===== src/design/tpp_pkg.sv =====
package tpp_pkg;

  // Register indices as printed; the byte address on the bus is four times the index.
  localparam logic [7:0] TPP_IDX_PORT    = 8'h09;
  localparam logic [7:0] TPP_IDX_DIR     = 8'h89;
  localparam logic [7:0] TPP_IDX_ANALOG  = 8'h9f;
  localparam logic [7:0] TPP_IDX_BITOP   = 8'hc0;
  localparam logic [7:0] TPP_IDX_IRQSTAT = 8'hc1;
  localparam logic [7:0] TPP_IDX_IRQMASK = 8'hc2;

  // Bus geometry.
  localparam int TPP_ADDR_W = 12;
  localparam int TPP_DATA_W = 32;
  localparam int TPP_PINS   = 3;

  // Direction and slave control register fields.
  localparam int TPP_DIR_IBF  = 7;
  localparam int TPP_DIR_OBF  = 6;
  localparam int TPP_DIR_INPUT_OVERFLOW_FLAG = 5;
  localparam int TPP_DIR_MODE = 4;

  // Reset values.
  localparam logic [2:0] TPP_DIR_RST    = 3'h7;
  localparam logic [2:0] TPP_ANALOG_RST = 3'h0;
  localparam logic [2:0] TPP_LATCH_RST  = 3'h0;
  localparam logic [2:0] TPP_IRQ_RST    = 3'h0;

  // Analog configuration codes that turn all three pins digital.
  localparam logic [1:0] TPP_ANALOG_DIGITAL_HI = 2'h3;

  // Bit operation register fields.
  localparam int TPP_BITOP_TGT_LO = 0;
  localparam int TPP_BITOP_IDX_LO = 2;
  localparam int TPP_BITOP_VAL    = 8;

  // Bit operation targets.
  localparam logic [1:0] TPP_TGT_PORT   = 2'h0;
  localparam logic [1:0] TPP_TGT_DIR    = 2'h1;
  localparam logic [1:0] TPP_TGT_ANALOG = 2'h2;

  // Interrupt status bits.
  localparam int TPP_IRQ_WRDONE = 0;
  localparam int TPP_IRQ_RDDONE = 1;
  localparam int TPP_IRQ_OVF    = 2;

  // Slave port sequencer states.
  typedef enum logic [2:0] {
    TPP_PSP_IDLE  = 3'b001,
    TPP_PSP_WRITE = 3'b010,
    TPP_PSP_READ  = 3'b100
  } tpp_psp_state_t;

endpackage


===== src/design/tpp_pin_cell.sv =====
module tpp_pin_cell (
  // Clock and reset.
  input  wire logic clk,
  input  wire logic arst_n,
  input  wire logic ce,
  // Control from the register file.
  input  wire logic dirBit,
  input  wire logic latchBit,
  input  wire logic analogSel,
  input  wire logic slaveMode,
  // Pin.
  input  wire logic pinIn,
  output logic      pinOut,
  output logic      pinOe,
  // Value seen by a port read.
  output logic      readBit
);
  import tpp_pkg::*;

  logic pinOut_ff;
  logic pinOe_ff;

  // Driver: the direction bit rules even in analog use; slave mode turns the pin into an input.
  always_ff @(posedge clk or negedge arst_n) begin
    if (!arst_n) begin
      pinOut_ff <= 1'b0;
      pinOe_ff  <= 1'b0;
    end else if (ce) begin
      pinOut_ff <= latchBit;
      pinOe_ff  <= !dirBit && !slaveMode;
    end
  end

  assign pinOut = pinOut_ff;
  assign pinOe  = pinOe_ff;

  // A read returns the pin level itself, forced to zero for an analog pin.
  assign readBit = analogSel ? 1'b0 : pinIn;

endmodule


===== src/design/tpp_port.sv =====
// Operation
// - Each pin has its own direction bit, input or output independently.
// - Slave port select bit 4 makes the pins slave port control inputs.
// - Analog configuration register bits choose analog or digital for all three pins together.
// - An analog pin reads as zero in the port register.
// - Direction bits still drive the output drivers of analog pins.
// - After reset all three pins are analog inputs.
// - Direction bit one means input, zero output; all reset to one.
// - Unimplemented bit 3 and upper port bits read as zero.
// - Low read strobe with chip select active means an external read.
// - Low write strobe with chip select active means an external write.
// - Chip select is active low.
// - A port read returns pin levels, not the output latch.
// - A port write loads the output latch driving output pins.
// - Bit operations read the whole register, modify, then write it back.
// - Bit operations on the port write pin levels into the whole latch.
// - Outside slave mode buffer flags stay zero; overflow keeps until cleared.
module tpp_port (
  // Clock, enable and reset.
  input  wire logic                          clk,
  input  wire logic                          arst_n,
  input  wire logic                          ce,

  // APB slave.
  input  wire logic                          psel,
  input  wire logic                          penable,
  input  wire logic                          pwrite,
  input  wire logic [tpp_pkg::TPP_ADDR_W-1:0] paddr,
  input  wire logic [tpp_pkg::TPP_DATA_W-1:0] pwdata,
  output logic      [tpp_pkg::TPP_DATA_W-1:0] prdata,
  output logic                               pready,
  output logic                               pslverr,

  // Port pins.
  input  wire logic [tpp_pkg::TPP_PINS-1:0]   pinIn,
  output logic      [tpp_pkg::TPP_PINS-1:0]   pinOut,
  output logic      [tpp_pkg::TPP_PINS-1:0]   pinOe,

  // Byte-wide data port handshake.
  input  wire logic                          cpuDataRead,
  input  wire logic                          cpuDataWritten,
  output logic                               slavePortSelect,
  output logic                               dataInLatch,
  output logic                               dataOutEnable,
  output logic                               inputBufferFullFlag,

  // Interrupt.
  output logic                               irq
);
  import tpp_pkg::*;

  // Register state.
  logic [TPP_PINS-1:0]   latch_ff;
  logic [TPP_PINS-1:0]   dir_ff;
  logic [2:0]            analogCfg_ff;
  logic                  slaveMode_ff;

  // Interrupt state and the overflow flag's history.
  logic [2:0]            irqStat_ff;
  logic [2:0]            irqMask_ff;
  logic                  irq_ff;
  logic                  ibovPrev_ff;

  // Bus answer state.
  logic [TPP_DATA_W-1:0] prdata_ff;
  logic                  pready_ff;
  logic                  pslverr_ff;

  // Output stage for the byte port.
  logic                  dataInLatch_ff;
  logic                  dataOutEnable_ff;
  logic                  ibfOut_ff;
  logic                  modeOut_ff;

  // Internal nets.
  logic [TPP_PINS-1:0]   pinRead;
  logic [TPP_PINS-1:0]   analogPin;

  // Slave port flags and events.
  logic                  input_buffer_full_flag;
  logic                  output_buffer_full_flag;
  logic                  input_overflow_flag;
  logic                  wrDone;
  logic                  rdDone;
  logic                  rdActive;

  // Bus decode.
  logic                  access;
  logic                  setupRd;
  logic [7:0]            regIdx;
  logic                  addrOk;
  logic                  mapped;
  logic                  busWr;

  // Write path shared by plain writes and bit operations.
  logic                  doWrite;
  logic [7:0]            wrIdx;
  logic [7:0]            wrVal;

  // Bit operation path.
  logic [7:0]            rmwSrc;
  logic [7:0]            rmwRes;
  logic [2:0]            rmwBit;
  logic [1:0]            rmwTgt;

  // Interrupt sources.
  logic [2:0]            irqEvents;
  logic                  ovfEvent;

  // Every analog configuration code except the two digital ones leaves all pins analog.
  function automatic logic isAnalog(input logic [2:0] cfg);
    isAnalog = (cfg[2:1] != TPP_ANALOG_DIGITAL_HI);
  endfunction

  // Read view of a register as the local processor sees it.
  function automatic logic [7:0] readView(input logic [7:0] idx, input logic [2:0] pins,
                                          input logic [2:0] dir, input logic [2:0] acfg,
                                          input logic mode, input logic fIbf,
                                          input logic fObf, input logic fIbov);
    readView = 8'h00;
    unique case (idx)
      TPP_IDX_PORT:   readView = {5'h00, pins};
      TPP_IDX_DIR:    readView = {fIbf, fObf, fIbov, mode, 1'b0, dir};
      TPP_IDX_ANALOG: readView = {5'h00, acfg};
      default:        readView = 8'h00;
    endcase
  endfunction

  // Address decode: word aligned, upper bits clear, index within the map.
  assign regIdx = paddr[9:2];
  assign addrOk = (paddr[1:0] == 2'h0) && (paddr[TPP_ADDR_W-1:10] == 2'h0);
  assign mapped = addrOk && ((regIdx == TPP_IDX_PORT) || (regIdx == TPP_IDX_DIR) ||
                             (regIdx == TPP_IDX_ANALOG) || (regIdx == TPP_IDX_BITOP) ||
                             (regIdx == TPP_IDX_IRQSTAT) || (regIdx == TPP_IDX_IRQMASK));

  // The access completes at the edge that sees pready high.
  assign access  = psel && penable && pready_ff;
  assign setupRd = psel && penable && !pready_ff;
  // A mapped write lands at that same edge and at no other.
  assign busWr   = access && pwrite && mapped;

  // One analog selection for all pins from the configuration register.
  assign analogPin = {TPP_PINS{isAnalog(analogCfg_ff)}};

  // Pin cells. Each pin has a cell of its own, so each direction bit acts alone,
  // whatever the analog selection of the pins.
  genvar gi;
  generate
    for (gi = 0; gi < TPP_PINS; gi++) begin : gPin
      tpp_pin_cell uCell (
        .clk       (clk),
        .arst_n    (arst_n),
        .ce        (ce),
        .dirBit    (dir_ff[gi]),
        .latchBit  (latch_ff[gi]),
        .analogSel (analogPin[gi]),
        .slaveMode (slaveMode_ff),
        .pinIn     (pinIn[gi]),
        .pinOut    (pinOut[gi]),
        .pinOe     (pinOe[gi]),
        .readBit   (pinRead[gi])
      );
    end
  endgenerate

  // Slave port sequencer; pin 0 reads, pin 1 writes, pin 2 selects.
  tpp_psp_ctrl uPsp (
    .clk              (clk),
    .arst_n           (arst_n),
    .ce               (ce),
    .slaveMode        (slaveMode_ff),
    .rdStrobeN        (pinIn[0]),
    .wrStrobeN        (pinIn[1]),
    .chipSelN         (pinIn[2]),
    .cpuDataRead      (cpuDataRead),
    .cpuDataWritten   (cpuDataWritten),
    .ovfWrEn          (doWrite && (wrIdx == TPP_IDX_DIR)),
    .ovfWrVal         (wrVal[TPP_DIR_INPUT_OVERFLOW_FLAG]),
    .inputBufferFull  (input_buffer_full_flag),
    .outputBufferFull (output_buffer_full_flag),
    .inputOverflow    (input_overflow_flag),
    .writeDone        (wrDone),
    .readDone         (rdDone),
    .readActive       (rdActive)
  );

  // Bit operation: read the whole target, change one bit, write the whole result back.
  assign rmwTgt = pwdata[TPP_BITOP_TGT_LO +: 2];
  assign rmwBit = pwdata[TPP_BITOP_IDX_LO +: 3];
  always_comb begin
    unique case (rmwTgt)
      TPP_TGT_PORT:   rmwSrc = readView(TPP_IDX_PORT, pinRead, dir_ff, analogCfg_ff,
                                        slaveMode_ff, input_buffer_full_flag, output_buffer_full_flag, input_overflow_flag);
      TPP_TGT_DIR:    rmwSrc = readView(TPP_IDX_DIR, pinRead, dir_ff, analogCfg_ff,
                                        slaveMode_ff, input_buffer_full_flag, output_buffer_full_flag, input_overflow_flag);
      TPP_TGT_ANALOG: rmwSrc = readView(TPP_IDX_ANALOG, pinRead, dir_ff, analogCfg_ff,
                                        slaveMode_ff, input_buffer_full_flag, output_buffer_full_flag, input_overflow_flag);
      default:        rmwSrc = 8'h00;
    endcase
    rmwRes         = rmwSrc;
    rmwRes[rmwBit] = pwdata[TPP_BITOP_VAL];
  end

  // One write path serves plain writes and bit operations alike.
  always_comb begin
    doWrite = 1'b0;
    wrIdx   = regIdx;
    wrVal   = pwdata[7:0];
    if (busWr) begin
      if (regIdx == TPP_IDX_BITOP) begin
        doWrite = (rmwTgt != 2'h3);
        wrIdx   = (rmwTgt == TPP_TGT_PORT) ? TPP_IDX_PORT :
                  (rmwTgt == TPP_TGT_DIR)  ? TPP_IDX_DIR  : TPP_IDX_ANALOG;
        wrVal   = rmwRes;
      end else begin
        doWrite = 1'b1;
      end
    end
  end

  // Output latch of the port.
  always_ff @(posedge clk or negedge arst_n) begin
    if (!arst_n) begin
      latch_ff <= TPP_LATCH_RST;
    end else if (ce && doWrite && (wrIdx == TPP_IDX_PORT)) begin
      latch_ff <= wrVal[TPP_PINS-1:0];
    end
  end

  // Direction bits and slave port select; the flag bits are owned by the sequencer.
  always_ff @(posedge clk or negedge arst_n) begin
    if (!arst_n) begin
      dir_ff       <= TPP_DIR_RST;
      slaveMode_ff <= 1'b0;
    end else if (ce && doWrite && (wrIdx == TPP_IDX_DIR)) begin
      dir_ff       <= wrVal[TPP_PINS-1:0];
      slaveMode_ff <= wrVal[TPP_DIR_MODE];
    end
  end

  // Analog configuration; reset leaves every pin analog.
  always_ff @(posedge clk or negedge arst_n) begin
    if (!arst_n) begin
      analogCfg_ff <= TPP_ANALOG_RST;
    end else if (ce && doWrite && (wrIdx == TPP_IDX_ANALOG)) begin
      analogCfg_ff <= wrVal[2:0];
    end
  end

  // Interrupt events. Overflow counts only where the flag rises as a write finishes,
  // so an old uncleared flag raises no new event; a firmware write raises one only if it sets the flag as a write finishes.
  assign ovfEvent  = wrDone && input_overflow_flag && !ibovPrev_ff;
  assign irqEvents = {ovfEvent, rdDone, wrDone};

  // Overflow flag as it stood a cycle ago, to tell a new overflow from an old one.
  always_ff @(posedge clk or negedge arst_n) begin
    if (!arst_n) begin
      ibovPrev_ff <= 1'b0;
    end else if (ce) begin
      ibovPrev_ff <= input_overflow_flag;
    end
  end

  // Sticky status, write one to clear; a new event in the clearing cycle stays set.
  always_ff @(posedge clk or negedge arst_n) begin
    if (!arst_n) begin
      irqStat_ff <= TPP_IRQ_RST;
    end else if (ce) begin
      if (busWr && (regIdx == TPP_IDX_IRQSTAT)) begin
        irqStat_ff <= (irqStat_ff & ~pwdata[2:0]) | irqEvents;
      end else begin
        irqStat_ff <= irqStat_ff | irqEvents;
      end
    end
  end

  // Interrupt mask, one bit per status bit.
  always_ff @(posedge clk or negedge arst_n) begin
    if (!arst_n) begin
      irqMask_ff <= TPP_IRQ_RST;
    end else if (ce && busWr && (regIdx == TPP_IDX_IRQMASK)) begin
      irqMask_ff <= pwdata[2:0];
    end
  end

  // The level output follows status one cycle later, which keeps it glitch free.
  always_ff @(posedge clk or negedge arst_n) begin
    if (!arst_n) begin
      irq_ff <= 1'b0;
    end else if (ce) begin
      irq_ff <= |(irqStat_ff & irqMask_ff);
    end
  end

  // APB answer: one wait state, read data captured at the edge that raises pready.
  // With ce low the answer freezes with the rest; a low pready stretches the transfer, but a high pready stays high and a write taken then is lost.
  always_ff @(posedge clk or negedge arst_n) begin
    if (!arst_n) begin
      pready_ff  <= 1'b0;
      pslverr_ff <= 1'b0;
      prdata_ff  <= '0;
    end else if (ce) begin
      pready_ff  <= setupRd;
      pslverr_ff <= setupRd && !mapped;
      if (setupRd && !pwrite) begin
        unique case (regIdx)
          TPP_IDX_IRQSTAT: prdata_ff <= {29'h0, irqStat_ff};
          TPP_IDX_IRQMASK: prdata_ff <= {29'h0, irqMask_ff};
          default:         prdata_ff <= {24'h0, readView(regIdx, pinRead, dir_ff,
                                             analogCfg_ff, slaveMode_ff, input_buffer_full_flag, output_buffer_full_flag, input_overflow_flag)};
        endcase
        if (!mapped) begin
          prdata_ff <= '0;
        end
      end
    end
  end

  // Registered handshake outputs toward the byte-wide data port.
  always_ff @(posedge clk or negedge arst_n) begin
    if (!arst_n) begin
      dataInLatch_ff   <= 1'b0;
      dataOutEnable_ff <= 1'b0;
      ibfOut_ff        <= 1'b0;
      modeOut_ff       <= 1'b0;
    end else if (ce) begin
      // A write that finishes as the mode is left is not passed on.
      dataInLatch_ff   <= wrDone && slaveMode_ff;
      dataOutEnable_ff <= rdActive;
      ibfOut_ff        <= input_buffer_full_flag;
      modeOut_ff       <= slaveMode_ff;
    end
  end

  assign prdata              = prdata_ff;
  assign pready              = pready_ff;
  assign pslverr             = pslverr_ff;
  assign slavePortSelect     = modeOut_ff;
  assign dataInLatch         = dataInLatch_ff;
  assign dataOutEnable       = dataOutEnable_ff;
  assign inputBufferFullFlag = ibfOut_ff;
  assign irq                 = irq_ff;

endmodule


===== src/design/tpp_psp_ctrl.sv =====
module tpp_psp_ctrl (
  // Clock and reset.
  input  wire logic clk,
  input  wire logic arst_n,
  input  wire logic ce,
  // Mode and strobe pin levels.
  input  wire logic slaveMode,
  input  wire logic rdStrobeN,
  input  wire logic wrStrobeN,
  input  wire logic chipSelN,
  // Local side of the byte-wide data port.
  input  wire logic cpuDataRead,
  input  wire logic cpuDataWritten,
  // Firmware access to the overflow flag.
  input  wire logic ovfWrEn,
  input  wire logic ovfWrVal,
  // Flags and events.
  output logic      inputBufferFull,
  output logic      outputBufferFull,
  output logic      inputOverflow,
  output logic      writeDone,
  output logic      readDone,
  output logic      readActive
);
  import tpp_pkg::*;

  tpp_psp_state_t state_ff;
  logic           ibf_ff;
  logic           obf_ff;
  logic           input_overflow_flag_ff;
  logic           wrDone_ff;
  logic           rdDone_ff;
  logic           wrSel;
  logic           rdSel;

  // Strobes count only while chip select is low.
  assign wrSel = slaveMode && !chipSelN && !wrStrobeN;
  assign rdSel = slaveMode && !chipSelN && !rdStrobeN;

  // Sequencer: a transfer starts at the first low sample and ends when either line rises.
  always_ff @(posedge clk or negedge arst_n) begin
    if (!arst_n) begin
      state_ff <= TPP_PSP_IDLE;
    end else if (ce) begin
      unique case (state_ff)
        TPP_PSP_IDLE: begin
          if (wrSel) begin
            state_ff <= TPP_PSP_WRITE;
          end else if (rdSel) begin
            state_ff <= TPP_PSP_READ;
          end
        end
        TPP_PSP_WRITE: begin
          if (!wrSel) begin
            state_ff <= TPP_PSP_IDLE;
          end
        end
        TPP_PSP_READ: begin
          if (!rdSel) begin
            state_ff <= TPP_PSP_IDLE;
          end
        end
      endcase
    end
  end

  // Completion pulses, one cycle each; a transfer cut off by leaving the mode reports none.
  always_ff @(posedge clk or negedge arst_n) begin
    if (!arst_n) begin
      wrDone_ff <= 1'b0;
      rdDone_ff <= 1'b0;
    end else if (ce) begin
      wrDone_ff <= slaveMode && (state_ff == TPP_PSP_WRITE) && !wrSel;
      rdDone_ff <= slaveMode && (state_ff == TPP_PSP_READ) && !rdSel;
    end
  end

  // Buffer flags; a completing transfer wins over a local clear in the same cycle.
  always_ff @(posedge clk or negedge arst_n) begin
    if (!arst_n) begin
      ibf_ff  <= 1'b0;
      obf_ff  <= 1'b0;
      input_overflow_flag_ff <= 1'b0;
    end else if (ce) begin
      if (!slaveMode) begin
        ibf_ff <= 1'b0;
        obf_ff <= 1'b0;
      end else begin
        if ((state_ff == TPP_PSP_WRITE) && !wrSel) begin
          ibf_ff <= 1'b1;
        end else if (cpuDataRead) begin
          ibf_ff <= 1'b0;
        end
        if ((state_ff == TPP_PSP_IDLE) && !wrSel && rdSel) begin
          obf_ff <= 1'b0;
        end else if (cpuDataWritten) begin
          obf_ff <= 1'b1;
        end
      end
      // Overflow survives mode changes and only firmware clears it.
      if (slaveMode && ibf_ff && !cpuDataRead && (state_ff == TPP_PSP_WRITE) && !wrSel) begin
        input_overflow_flag_ff <= 1'b1;
      end else if (ovfWrEn) begin
        input_overflow_flag_ff <= ovfWrVal;
      end
    end
  end

  assign inputBufferFull  = ibf_ff;
  assign outputBufferFull = obf_ff;
  assign inputOverflow    = input_overflow_flag_ff;
  assign writeDone        = wrDone_ff;
  assign readDone         = rdDone_ff;
  assign readActive       = (state_ff == TPP_PSP_READ);

endmodule


===== config.mk =====
export PLATFORM = sky130hd
export DESIGN_NAME = tpp_port
export DESIGN_NICKNAME = d
export VERILOG_FILES = /design/src/design/tpp_pkg.sv /design/src/design/tpp_pin_cell.sv /design/src/design/tpp_port.sv /design/src/design/tpp_psp_ctrl.sv
export SDC_FILE = /design/constraint.sdc
export NUM_CORES = 1
export LEC_CHECK = 0
export ABC_AREA = 1
export BUFFER_PORTS_ARGS = -buffer_cell sky130_fd_sc_hd__buf_2
export CAP_MARGIN = 10
export CORE_MARGIN = 3
export CORE_UTILIZATION = 26
export DETAILED_ROUTE_END_ITERATION = 8
export PLACE_DENSITY = 0.43
export SETUP_SLACK_MARGIN = 0.3
export SYNTH_ARGS = -nofsm -noshare
export SYNTH_HDL_FRONTEND = slang
export SYNTH_SLANG_ARGS = --single-unit

===== constraint.sdc =====
create_clock -name clk -period 1.9 [get_ports clk]
set_input_delay 0.19 -clock clk [delete_from_list [all_inputs] [get_ports clk]]
set_output_delay 0.19 -clock clk [all_outputs]
set_load 0.1 [all_outputs]

==> qor.yml <==
status:
  status: "complete, no violations"
timing:
  final-setup-viol-count: 0
  timing.final.crit_share: 0.878
  period_needed_ns: 1.67
  whs_ns: 0.211
  finalClockSkew_ns: 0.00655
  finalHoldViolCount: 0
  finalMaxSlewViolations: 0
  fmax_mhz: 599
  rsz0062_at_grt: "true"
  tns_ns: 0
detailed_routing:
  drcViolationCount: 0
  routed-wl-met2_mm: 3.55
  routed-wl-met3_um: 428
  via_per_inst: 4.57
  met1_length_mm: 3.70
  dr.max_layer_used: "met4"
  drtIter0Drc: 110
  drt-total-wl_mm: 7.75
  first_pass_iters: 5
  ant_nets: 0
  route.vias.total: 2554
  wl_per_cell_um: 13.9
power:
  swShare: 0.377
  power.density_nw_per_um2: 729
  p_seq_frac: 0.421
  ir_worst_vdd_mv: 0.302
  power_uw: 2520
  leakage_uw: 0.00170
  combPwrFrac: 0.274
  clockPowerShare: 0.305
  internal_power_uw: 1570
  p_sw_uw: 951
finish:
  largest_register_ffs: 7
  antenna_cells: 0
  layout.cells.non_filler: 559
  area_growth_pct: 25.8
  layout-drive-gt1-share: 0.312
  fill_cells: 1100
  final_design_area_no_fill_um2: 3460
  finalNetCount: 480
yosys:
  synthAdderAreaFrac: 0
  synth_area_um2: 2750
  synth_edf_count: 0
  synth_mux_area_frac: 0
  async_flop_share: 1.00
  yosys_warnings: 0
  synthDistinctLibCells: 40
  seq_area_frac_synth: 0.411
  synthSimpleGateAreaFrac: 0.270
  syn_avg_cell_area_um2: 7.87
  synth_xor_area_frac: 0
  synthFlopType: "dfrtp_1"
  synth_compound_area_frac: 0.168
  synth_seq_cells: 45
  synthCells: 350
  synth_top_family_by_area: "simple AND/OR/NAND/NOR gates"
cts:
  clk_pin_slew_ns: 0.09
  cts_root_buf: "clkbuf_8"
  clkLatencyLatePin_ns: 0.30
  cts_tree: "yes"
  cts_buffers: 5
  h-tree-depth: 2
  ctsLongestPathBuffers: 2
  cts.sinks: 45
placed_design:
  placed_cell_area_um2: 3230
  gp_congestion: 0.829
  placed_cells: 546
  portBuffers: 49
  place_hpwl_mm: 6.07
global_route:
  grt_first_pass_wirelength_mm: 12.4
  antenna_found_initial: 0
  grt_max_degree: 21
  grt_overflow_total: 0
  grt_pass1_vias: 2448
  grt_use_total: 0.131
hold_path:
  hp-class: "input pin to flop"
setup_path:
  critPathMaxStageDelay_ns: 0.43
  startpoint_type: "flop"
  worstSetupPathType: "flop to flop"
  cp_slowest_cell: "dfrtp_4"
  worst-path-max-fanout: 5
  end_kind: "flop"
  cp.required_ns: 2.12
  crit_chain: "inv_4, nor2_4, nand4_4, nand2_2, nand2_2, nor2_4, buf_4, nand3_2, o21ai_1"
  arrival_ns: 1.89
floorplan:
  row_count: 36
  fp.dieH_um: 109
  ios: 100
  die_width_um: 109
  core_um2: 10000
  dieArea_um2: 11900
  start_util: 0.274
job:
  maxCapViolCount: 0
## timing repair
action                                  CTS  global route
hold endpoints to repair                 15             0
buffers inserted                          0             3
endpoints found under the setup margin    5            14
pin swaps                                 0             0
gates cloned                              0             1
hold buffers                              1             0
gates resized for setup                   4            16
## metal layers
metal / track usage / vias up
met2: 0.203 / 87
met5: 0 / -
li1: - / 1269
met1: 0.191 / 1189
met3: 0.0255 / 9
met4: 0.0225 / 0
## final timing paths
check / to / from / slack (ns) / cells past startpoint
max: slaveMode_ff / pready / 0.23 / 9
min: uPsp.inputOverflow / pwdata[5] / 0.21 / 5
max reg2reg: slaveMode_ff / pready / 0.23 / 9
min reg2reg: irqStat_ff[2] / ibovPrev_ff / 0.47 / 1
max in group asynchronous: dir_ff[0] / arst_n / 0.91 / 3
min in group asynchronous: dataInLatch / arst_n / 0.35 / 2
## power by group through the flow
stage               sequential [uW]  clock [uW]  combinational (uW)
floorplan                      1170           0                 459
global placement               1070           0                 674
detailed placement             1070           0                 676
CTS                            1050         796                 680
global route                   1070         829                 738
finish                         1060         771                 692
## worst max-delay path, delay by kind of cell, from the launching register on
| kind | cells | cell delay (ns) |
|---|---|---|
| and+or+nand+nor | 6 | 0.80 |
| DFF | 1 | 0.43 |
| buffers and inverters | 2 | 0.18 |
| AOI/OAI and AO/OA | 1 | 0.17 |
## synthesized netlist by cell type, drive strengths merged, types with 5 or more instances
cell,count,area [um^2]
a21oi,6,30.0
buf,32,244
dfrtp,41,1030
inv,39,146
nand2,81,332
nand3,20,123
nand4,5,43.8
nor2,26,144
nor3,9,50.1
o21ai,55,283
o22ai,5,31.3
## cells in the final DEF (no fill, tap or decap), types with 5 or more instances in the layout
cell and instances:
buf_2 49, conb_1 25, o22ai_1 5, o21ai_1 7
clkbuf_8 6, nor3_1 5, dfrtp_1 40, buf_4 27
inv_1 36, nand3_2 5, a21oi_1 5, nor2_1 16
nand2_2 8, nand3_1 15, nand2_1 71, o21ai_0 44
nor2_4 7
## stage by stage
stage / worst slack, ns / utilization
6_report: 0.232 / 0.345
5_1_grt: 0.0996 / 0.345
2_1_floorplan: 0.240 / -
3_3_place_gp: -0.00168 / 0.321
4_1_cts: 0.298 / 0.336
3_5_place_dp: 0.000528 / 0.321
## cell type report
type,instances,area [um^2],area share
multi-input cells,253,1400,0.403
well taps,133,166,0.0480
flip-flops and latches,45,1130,0.328
repair buffers,79,489,0.141
inverters,41,156,0.0452
clock buffers,6,82.6,0.0238
clock inverters,2,37.5,0.0108
## logic make-up (layout without fill, tap and decap cells)
family / after synthesis / count (layout)
other: 1 / 25
buffers and inverters: 77 / 128
AND/OR/NAND/NOR: 146 / 147
flip-flops: 45 / 45
AO/OA/AOI/OAI: 81 / 81
No activity file was read; power rests on OpenSTA's default activity.
